**src/verilog/crecf_defines.svh**
```systemverilog
`ifndef CRECF_DEFINES_SVH
`define CRECF_DEFINES_SVH

// Error counter limits
`define CRECF_WARN_LIMIT      9'h060
`define CRECF_PASSIVE_LIMIT   9'h07f
`define CRECF_BUSOFF_LIMIT    9'h0ff
// Start-up timer length in oscillator cycles
`define CRECF_OST_CYCLES      8'h80
`define CRECF_OST_LAST        8'h7f
// Extra output cycles before sleep
`define CRECF_SLEEP_CYCLES    5'h10
// Prescaler select codes
`define CRECF_PRE_DIV1        2'h0
`define CRECF_PRE_DIV2        2'h1
`define CRECF_PRE_DIV4        2'h2
`define CRECF_PRE_DIV8        2'h3
`define CRECF_PRE_RESET       2'h3
// Error flag bit positions
`define CRECF_EF_WARN         0
`define CRECF_EF_RXWARN       1
`define CRECF_EF_TXWARN       2
`define CRECF_EF_RXPASS       3
`define CRECF_EF_TXPASS       4
`define CRECF_EF_BUSOFF       5
`define CRECF_EF_WIDTH        6

`endif

```
**src/verilog/crecf_pkg.sv**
```systemverilog
package crecf_pkg;
    // Counters are nine bits so a count above 255 can be seen
    typedef logic [8:0] crecf_count_type;
    // Prescaler select field
    typedef logic [1:0] crecf_presel_type;
    // Clock output sequencing states
    typedef enum logic [1:0]
    {
        CRECF_CK_RUN   = 2'b00,
        CRECF_CK_DRAIN = 2'b01,
        CRECF_CK_SLEEP = 2'b10
    } crecf_ckstate_type;
endpackage

```
**src/verilog/crecf_prescaler.sv**
```systemverilog
`include "crecf_defines.svh"

// Prescaled clock generator; settings applied only at period boundaries
module crecf_prescaler
(
    input  wire logic                        clock_i,
    input  wire logic                        rst_i,
    input  wire crecf_pkg::crecf_presel_type presel_i,   // Requested divide select
    output logic                             level_o,    // Divided clock level
    output logic                             boundary_o  // Last cycle of a period
);
    import crecf_pkg::*;

    logic [2:0]        phase_r;   // Position within period
    crecf_presel_type  sel_r;     // Active divide select

    // Period length minus one for a select code
    function automatic logic [2:0] last_phase(input crecf_presel_type s);
        unique case (s)
            `CRECF_PRE_DIV1: last_phase = 3'h0;
            `CRECF_PRE_DIV2: last_phase = 3'h1;
            `CRECF_PRE_DIV4: last_phase = 3'h3;
            `CRECF_PRE_DIV8: last_phase = 3'h7;
        endcase
    endfunction

    assign boundary_o = (phase_r == last_phase(sel_r));

    // Phase counter and select latch
    always_ff @(posedge clock_i or posedge rst_i)
    begin
        if (rst_i)
        begin
            phase_r <= 3'h0;
            sel_r   <= `CRECF_PRE_RESET;
        end
        else if (boundary_o)
        begin
            phase_r <= 3'h0;
            sel_r   <= presel_i;
        end
        else
        begin
            phase_r <= phase_r + 3'h1;
        end
    end

    // Divide by one passes nothing finer than the clock; show high then
    always_comb
    begin
        if (sel_r == `CRECF_PRE_DIV1)
            level_o = 1'b1;
        else
            level_o = (phase_r <= (last_phase(sel_r) >> 1));
    end
endmodule

```
**src/verilog/crecf_top.sv**
```systemverilog
// What this block does
// - Transmit count reaching 96 raises warning
// - Receive count above 127 flags passive
// - Transmit count above 127 flags passive
// - Transmit count above 255 means bus-off
// - Interrupt pending while error interrupt flag set and interrupt enabled
// - Clearing flag ignored while cause persists
// - Hold reset 128 cycles after reset events
// - Output clock divides by 1, 2, 4, 8
// - After reset output enabled, divide eight
// - Sixteen output cycles before entering sleep
// - Asleep and enabled, output rests low
// - Enable zero makes output high impedance
// - Changes only at output period boundaries; sleep exit and reset hold apply on the next clock
// - Reset from pin low or command
// - Both reset sources act identically
`include "crecf_defines.svh"

module crecf_top
(
    input  wire logic                         clock_i,           // Oscillator input clock
    input  wire logic                         rst_i,             // Power-on reset
    input  wire logic                         reset_pin_n_i,     // Reset pin, low active
    input  wire logic                         spi_reset_i,       // Reset command pulse
    input  wire logic                         wake_i,            // Wake-up from sleep pulse
    input  wire logic                         sleep_req_i,       // Sleep request level
    input  wire logic                         clock_output_enable_i,
    input  wire crecf_pkg::crecf_presel_type  presel_i,          // Prescaler select
    input  wire crecf_pkg::crecf_count_type   transmit_error_count_i,
    input  wire crecf_pkg::crecf_count_type   receive_error_count_i,
    input  wire logic                         err_clear_i,       // Host clears error flag
    input  wire logic                         err_ie_i,          // Error interrupt enable
    output logic                              in_reset_o,        // Start-up timer active
    output logic                              asleep_o,          // Sleep entered
    output logic                              prescaled_clock_output_o,
    output logic                              prescaled_clock_output_oe_n_o,
    output logic [`CRECF_EF_WIDTH-1:0]        error_flags_o,
    output logic                              err_flag_o,        // Error interrupt flag
    output logic                              int_n_o            // Interrupt, low active
);
    import crecf_pkg::*;

    logic [7:0]                 ost_r;        // Start-up timer count
    logic                       hold_r;       // Internal reset hold
    crecf_ckstate_type          ck_r;         // Output sequencing state
    logic [4:0]                 drain_r;      // Cycles left before sleep
    logic                       asleep_r;     // Sleep entered, registered
    logic                       en_r;         // Applied output enable
    logic                       out_r;        // Output pin level
    logic                       oe_n_r;       // Output pin enable, low drives
    logic [`CRECF_EF_WIDTH-1:0] ef_r;         // Error indications
    logic [`CRECF_EF_WIDTH-1:0] ef_nxt;
    logic                       errf_r;       // Error interrupt flag
    logic                       int_n_r;
    logic                       div_level;
    logic                       div_bound;
    logic                       reset_evt;
    crecf_presel_type           sel_eff;

    assign reset_evt = !reset_pin_n_i || spi_reset_i || wake_i;

    assign sel_eff = hold_r ? `CRECF_PRE_RESET : presel_i;

    crecf_prescaler u_div
    (
        .clock_i    (clock_i),
        .rst_i      (rst_i),
        .presel_i   (sel_eff),
        .level_o    (div_level),
        .boundary_o (div_bound)
    );

    always_ff @(posedge clock_i or posedge rst_i)
    begin
        if (rst_i)
        begin
            ost_r  <= 8'h00;
            hold_r <= 1'b1;
        end
        else if (reset_evt)
        begin
            ost_r  <= 8'h00;
            hold_r <= 1'b1;
        end
        else if (hold_r)
        begin
            ost_r  <= ost_r + 8'h01;
            hold_r <= (ost_r != `CRECF_OST_LAST);
        end
    end

    // Sleep sequencing; asleep flag kept beside the state
    always_ff @(posedge clock_i or posedge rst_i)
    begin
        if (rst_i)
        begin
            ck_r     <= CRECF_CK_RUN;
            drain_r  <= 5'h00;
            asleep_r <= 1'b0;
        end
        else if (reset_evt || hold_r)
        begin
            ck_r     <= CRECF_CK_RUN;
            drain_r  <= 5'h00;
            asleep_r <= 1'b0;
        end
        else
        begin
            unique case (ck_r)
                CRECF_CK_RUN:
                    if (sleep_req_i && div_bound)
                    begin
                        ck_r    <= CRECF_CK_DRAIN;
                        drain_r <= `CRECF_SLEEP_CYCLES;
                    end
                CRECF_CK_DRAIN:
                    if (div_bound)
                    begin
                        if (drain_r == 5'h01)
                        begin
                            ck_r     <= CRECF_CK_SLEEP;
                            asleep_r <= 1'b1;
                        end
                        drain_r <= drain_r - 5'h01;
                    end
                // Leave sleep when request drops
                CRECF_CK_SLEEP:
                    if (!sleep_req_i)
                    begin
                        ck_r     <= CRECF_CK_RUN;
                        asleep_r <= 1'b0;
                    end
                // Unused code falls back to running
                default:
                begin
                    ck_r     <= CRECF_CK_RUN;
                    asleep_r <= 1'b0;
                end
            endcase
        end
    end

    always_ff @(posedge clock_i or posedge rst_i)
    begin
        if (rst_i)
            en_r <= 1'b1;
        else if (hold_r)
            en_r <= 1'b1;
        else if (div_bound)
            en_r <= clock_output_enable_i;
    end

    // Output pin drive
    always_ff @(posedge clock_i or posedge rst_i)
    begin
        if (rst_i)
        begin
            out_r  <= 1'b0;
            oe_n_r <= 1'b0;
        end
        else if (!en_r)
        begin
            out_r  <= 1'b0;
            oe_n_r <= 1'b1;
        end
        else if (ck_r == CRECF_CK_SLEEP)
        begin
            out_r  <= 1'b0;
            oe_n_r <= 1'b0;
        end
        else
        begin
            out_r  <= div_level;
            oe_n_r <= 1'b0;
        end
    end

    // Error indications from counters
    always_comb
    begin
        ef_nxt = '0;
        ef_nxt[`CRECF_EF_TXWARN] = transmit_error_count_i >= `CRECF_WARN_LIMIT;
        ef_nxt[`CRECF_EF_RXWARN] = receive_error_count_i >= `CRECF_WARN_LIMIT;
        ef_nxt[`CRECF_EF_WARN]   = ef_nxt[`CRECF_EF_TXWARN] || ef_nxt[`CRECF_EF_RXWARN];
        ef_nxt[`CRECF_EF_RXPASS] = receive_error_count_i > `CRECF_PASSIVE_LIMIT;
        ef_nxt[`CRECF_EF_TXPASS] = transmit_error_count_i > `CRECF_PASSIVE_LIMIT;
        ef_nxt[`CRECF_EF_BUSOFF] = transmit_error_count_i > `CRECF_BUSOFF_LIMIT;
    end

    // Registered indications
    always_ff @(posedge clock_i or posedge rst_i)
    begin
        if (rst_i)
            ef_r <= '0;
        else if (hold_r)
            ef_r <= '0;
        else
            ef_r <= ef_nxt;
    end

    // Error interrupt flag
    always_ff @(posedge clock_i or posedge rst_i)
    begin
        if (rst_i)
            errf_r <= 1'b0;
        else if (hold_r)
            errf_r <= 1'b0;
        else if (ef_nxt != ef_r)
            errf_r <= 1'b1;
        else if (err_clear_i && (ef_r == '0))
            errf_r <= 1'b0;
    end

    always_ff @(posedge clock_i or posedge rst_i)
    begin
        if (rst_i)
            int_n_r <= 1'b1;
        else
            int_n_r <= !(errf_r && err_ie_i);
    end

    assign in_reset_o                    = hold_r;
    assign asleep_o                      = asleep_r;
    assign prescaled_clock_output_o      = out_r;
    assign prescaled_clock_output_oe_n_o = oe_n_r;
    assign error_flags_o                 = ef_r;
    assign err_flag_o                    = errf_r;
    assign int_n_o                       = int_n_r;
endmodule
```
**config.mk**
```make
export PLATFORM = sky130hd
export DESIGN_NAME = crecf_top
export DESIGN_NICKNAME = d
export VERILOG_FILES = /design/src/verilog/crecf_pkg.sv /design/src/verilog/crecf_prescaler.sv /design/src/verilog/crecf_top.sv
export VERILOG_INCLUDE_DIRS = /design/src /design/src/verilog
export SDC_FILE = /design/constraint.sdc
export NUM_CORES = 1
export LEC_CHECK = 0
export ABC_AREA = 1
export BUFFER_PORTS_ARGS = -buffer_cell sky130_fd_sc_hd__buf_2
export CORE_MARGIN = 2
export CORE_UTILIZATION = 50
export CTS_BUF_LIST = sky130_fd_sc_hd__clkbuf_2 sky130_fd_sc_hd__clkbuf_4 sky130_fd_sc_hd__clkbuf_8
export CTS_CLUSTER_SIZE = 25
export DETAILED_ROUTE_END_ITERATION = 6
export PLACE_DENSITY_LB_ADDON = 0.2
export SLEW_MARGIN = 20
export SYNTH_ARGS = -nofsm -noshare
export SYNTH_HDL_FRONTEND = slang
export SYNTH_SLANG_ARGS = --single-unit
```
**constraint.sdc**
```tcl
create_clock -name clock_i -period 3.05 [get_ports clock_i]
set_input_delay 0.915 -clock clock_i [delete_from_list [all_inputs] [get_ports clock_i]]
set_output_delay 0.915 -clock clock_i [all_outputs]
set_load 0.02 [all_outputs]
```
# Word level (Yosys, flattened, before mapping)
# Index checks and enable logic that the tools add are counted.
[totals]
mem_count = 0
mem_bits_rw = 0
latch_bits = 0
inputBits = 29
regBits = 33
mem_bits_ro = 0
wordCells = 89
out_inout_bits = 12
[op_classes]
add_sub_neg = 3
reduce_logical = 19
n_mux = 34
multipliers = 0
n_lt_le_gt_ge = 6
n_bitwise = 0
n_div = 0
eq_ne = 14
n_shift = 0
[op_table]
columns = ["cell", "n"]
rows = [
  [">= comparator 9 x 7 -> 1 bit (second input constant)", 2],
  ["greater-than comparator 9 x 7 -> 1 bit (second input constant)", 2],
  ["2-to-1 mux 8 bit", 2],
  ["2-to-1 mux 1 bit", 15],
  ["2-to-1 mux 5 bit", 3],
  ["2-to-1 mux 2 bit", 6],
  ["!= test 3 bit (second input constant)", 4],
  ["case mux 3 bit (4 select lines)", 1],
  ["case mux 5 bit (2 select lines)", 1],
  ["greater-than comparator 9 x 8 -> 1 bit (second input constant)", 1],
  ["case mux 3 bit (3 select lines)", 1],
  ["adder 8 x 1 -> 8 bit (second input constant)", 1],
  ["!= test 8 x 7 -> 1 bit (second input constant)", 1],
  ["AND reduction 4 bit", 2],
  ["== test 2 bit (second input constant)", 3],
  ["logical NOT 6 bit", 1],
  ["2-to-1 mux 3 bit", 2],
  ["2-to-1 mux 6 bit", 1],
  ["!= test 6 bit", 1],
  ["case mux 2 bit (3 select lines)", 1],
  ["nonzero test 3 bit", 2],
  ["== test 5 x 1 -> 1 bit (second input constant)", 1],
  ["subtractor 5 x 1 -> 5 bit (second input constant)", 1],
  ["== test 2 x 1 -> 1 bit (second input constant)", 2],
  ["other kinds (11)", 19],
]

# Longest topological paths before layout
[depth]
word_depth = 7
mapped_depth = 10
ltp_nobuf = 10

# By module
# From an unflattened synthesis, not the netlist that was laid out.
[hier_totals]
hier_cells = 235
hier_area_um2 = 1913.1
[by_module_without_submodules]
columns = ["mod", "area_each_um2", "cells_each", "n_inst", "seq_area_each_um2"]
rows = [
  ["crecf_top", 1560.2, 191, 1, 704.4],
  ["crecf_prescaler", 352.8, 44, 1, 127.6],
]

# Least setup slack after synthesis
# Ideal clock, no wire load.
[synth_timing]
path_type = "in2reg"
startpoint = "in receive_error_count_i[8]"
endpoint = "reg errf_r (netlist: err_flag_o)"
path_buffers = 0
setup_ns = 0.132
setup_slack_ns = 1.258
stages = 8
arrival_ns = 1.661
required_time_ns = 2.918
path_cell_list = "nor2_1 > nand2_1 > nor2_1 > nor2_1 > nor2_1 > nand2_1 > nor2_1 > nor2_1"
[synth_between]
elab_chain_len = 5
elab_cells_between_ends = 7
classes_between = "order compare: 2; eq/ne: 1; mux: 2; reduce/logical: 2"
[synth_rtl]
columns = ["element", "line", "text"]
rows = [
  ["start: declaration", "crecf_top.sv:30", "input wire crecf_pkg::crecf_count_type receive_error_count_i,"],
  [">= comparator 9 x 7 -> 1 bit (no source line)", "-", ""],
  ["logical OR 1 bit", "crecf_top.sv:184", "ef_nxt[`CRECF_EF_WARN] = ef_nxt[`CRECF_EF_TXWARN] || ef_nxt[`CRECF_EF_RXWARN];"],
  ["!= test 6 bit *", "crecf_top.sv:208", "else if (ef_nxt != ef_r)"],
  ["2-to-1 mux 1 bit", "crecf_top.sv:208", ""],
  ["2-to-1 mux 1 bit", "crecf_top.sv:206", "else if (hold_r)"],
  ["end signal: assignment", "crecf_top.sv:205", "errf_r <= 1'b0;"],
  ["end signal: assignment", "crecf_top.sv:207", "errf_r <= 1'b0;"],
  ["end signal: assignment", "crecf_top.sv:209", "errf_r <= 1'b1;"],
  ["end: declaration", "crecf_top.sv:53", "logic errf_r;"],
]
# Mark *: on every way between the ends. The rest lies on a longest branch, timed or not.
# A chain may end at the register's enable or synchronous reset.

# Worst setup path after layout
[layout_timing]
startpoint = "reg hold_r (netlist: in_reset_o)"
endpoint = "out in_reset_o"
[layout_rtl]
columns = ["element", "line", "text"]
rows = [
  ["start: declaration", "crecf_top.sv:44", "logic hold_r;"],
  ["start signal: assignment", "crecf_top.sv:88", "hold_r <= (ost_r != `CRECF_OST_LAST);"],
  ["end: declaration", "crecf_top.sv:33", "output logic in_reset_o,"],
]
# No word-level cell between the ends.

==> summary.txt <==
Status -> complete, no violations
Port Buffers -> 30
Largest net degree at the start of global routing -> 34
Hold Vio Cnt, Final -> 0
Initial antenna violation count -> 0
Core area -> 3390 um^2
Critical path's slowest cell -> dfstp_2
Fill count -> 292
CP Capture Point -> in_reset_o
Setup Buffers After CTS -> 0
Top cells by area, synth -> dfrtp_1 (39%), nand2_1 (9.2%), nor2_1 (7.8%), dfstp_2 (7.3%), inv_1 (5.7%)
Site row count -> 21
HP Start -> err_flag_o$_DFFE_PP0P_
Syn Nets -> 256
Warnings, synthesis -> 0
Number of vias per cell -> 4.97
Largest stage delay on the critical path -> 0.78 ns
Grt ovf -> 0
First-pass GRT wire length -> 5690 um
Fin crit period -> 2.26 ns
WL/cell -> 10.7 um
Max VDD drop -> 0.234 mV
PD cells -> 373 nW/um^2
Max-slew violations -> 0
Kind of end point of the critical path -> output port
Detailed Place HPWL -> 2330 um
Slew headroom -> 0.721
Finish-stage setup viols -> 0
Launch point of the worst reg-to-reg path -> u_div.sel_r[1]$_DFFE_PP1N_
TritonCTS Buffers -> 5
CP cell instances -> buf_2
CP max FO -> 19
Die Span X -> 63.9 um
Clock Skew -> 0.00459 ns
Syn avg cell area -> 8.11 um^2
CTS tree -> yes
Instance count on the critical path -> 1
Worst EP arrival -> 1.35 ns
WS Path Type -> flop to output port
Layout area overhead -> 14.7%
Share of layout cells above drive strength 1 -> 0.238
Buf+Inv Stages, Crit Path -> 1
Top delay family on crit path -> flip-flops
R2r endpoint -> drain_r[3]$_DFFE_PP0P_
TNS Setup -> 0 ns
CTS root buffer -> clkbuf_4
Post-CTS Hold Fix Bufs -> 0
Max Clk Rate -> 442 MHz
Worst Reg-to-Reg Cells -> 9
RSZ-0062 raised after global routing -> false
Vias in the first global route -> 1,412
CP Launch Type -> flop
Critical path origin -> in_reset_o$_DFF_PP1_
Nets -> 290
Share of the synthesized area in the top cell type -> 0.391
Clk sinks -> 33
H-tree Lvls -> 2
Number of routed nets with antenna violations -> 0
Die area -> 4080 um^2
Placed inst area -> 1980 um^2
Maxcap violations -> 0
N_diodes -> 0
Critical Path RT -> 2.13 ns
Most common cell after layout, fill and taps aside -> nand2_1
Fin area -> 2050 um^2
Hold crit path type -> flop to flop
Max Root-Sink Buffers -> 2
Number of top-level pins -> 41
Clk slew on worst S/H paths -> 0.10 ns
Most frequent cells in the layout -> nand2_1 (44), nor2_1 (37), buf_2 (30)
Synth area leader -> dfrtp_1
Number of DRC markers in iteration 0 -> 59
DR vias -> 1,502
Post-synthesis sequential area ratio -> 0.464
TritonRoute pass-1 iters -> 4
Tot GR Track Use -> 0.178
Final GP Congestion -> 0.787
Post-Syn Area -> 1790 um^2
R2R Setup Slk -> 1.34 ns
Initial Util -> 0.529
Die H -> 63.9 um
Tcrit/Tclk final -> 0.742
Unique masters post-synth -> 30
Clock latency at the later pin of the worst-skew pair -> 0.33 ns
#FFs+latches synth -> 33
Residual DRC -> 0
Final wirelength -> 3240 um
Synth Instances -> 221
Static Leak -> 1.09 nW
Post-CTS sizing -> 0
Pin slew with the least headroom to its limit -> 0.419 ns
## how the worst min path moves through the flow
stage / to / slack (ns) / depth (start not counted)
after floorplan: in_reset_o$_DFF_PP1_ / 0.44 / 1
after global placement: int_n_o$_DFF_PP1_ / 0.43 / 1
after detailed placement: int_n_o$_DFF_PP1_ / 0.44 / 1
after CTS: int_n_o$_DFF_PP1_ / 0.46 / 1
after global routing: prescaled_clock_output_oe_n_o$_DFF_PP0_ / 0.50 / 1
final: int_n_o$_DFF_PP1_ / 0.45 / 1
## metal layers
layer	up-vias	share of wire	track usage	wire length [um]
li1	775	-	-	-
met1	701	0.47	0.213	1520
met2	22	0.49	0.305	1580
met3	4	0.032	0.0440	103
met4	0	0.012	0.0761	38
met5	-	0	0	0
## Yosys cell counts
master and n:
a211oi_1 1, a21oi_1 12, a41oi_1 1, buf_4 2, clkbuf_1 2, dfrtp_1 28
dfstp_2 5, ha_1 6, inv_1 27, inv_2 2, nand2_1 44, nand2_2 3
nand2_4 3, nand3_1 14, nand3_2 1, nand4_1 3, nor2_1 37, nor2_2 2
nor2_4 3, nor2b_1 1, nor3_1 3, nor3_2 1, nor3_4 2, nor3b_1 1
nor4_1 1, o211ai_1 1, o21ai_0 7, o21ai_1 4, xnor2_1 3, xor2_1 1
## power breakdown
part	switching [W]	internal, W
Sequential	0.00000172	0.000439
Clock	0.000150	0.000134
Combinational	0.0000259	0.0000164
Total	0.000177	0.000589
## state kept, by name, indices dropped and copies added (netlist names)
register	count
ost_r	8
prescaled_clock_output_o	1
err_flag_o	1
int_n_o	1
prescaled_clock_output_oe_n_o	1
ck_r	2
in_reset_o	1
u_div.phase_r	3
en_r	1
asleep_o	1
error_flags_o	6
u_div.sel_r	2
drain_r	5
## worst reg2reg max path: stages, from the launching register on
cell and delay, ns:
dfstp_2 0.61, nor2_1 0.08, nand2_1 0.06, nand2_1 0.09, nor2_4 0.28, nand2_1 0.15
nand2_4 0.14, nand2_4 0.08, nand2_1 0.07, nand2_1 0.05
## kinds of logic after synthesis
logic type	after synthesis	synth area share
buffers and inverters	33	0.0733
DFF	33	0.464
adders and majority gates	6	0.0419
AOI/OAI and AO/OA	26	0.0775
xor gates and xnor gates	4	0.0196
and+or+nand+nor	119	0.323
## per-stage QoR
stage          power (W)  hold WS [ns]  instances   util  setup slack [ns]
3_3_place_gp    0.000492         0.434        294  0.585              1.00
3_5_place_dp    0.000493         0.440        294  0.585             0.974
2_1_floorplan   0.000473         0.436        221      -              1.26
6_report        0.000767         0.447        302  0.606             0.787
4_1_cts         0.000778         0.457        302  0.606             0.772
5_1_grt         0.000800         0.505        302  0.606             0.733
## final cells by class
type	instances	area [um^2]	share of cell area
Multi-Input combinational cell	155	828	0.403
Clock buffer	7	65.1	0.0317
Sequential cell	33	832	0.405
Clock inverter	1	5.00	0.00244
Inverter	29	109	0.0530
Timing Repair Buffer	31	158	0.0767
Tap cell	46	57.6	0.0280
Power figures use the tool's default switching activity.
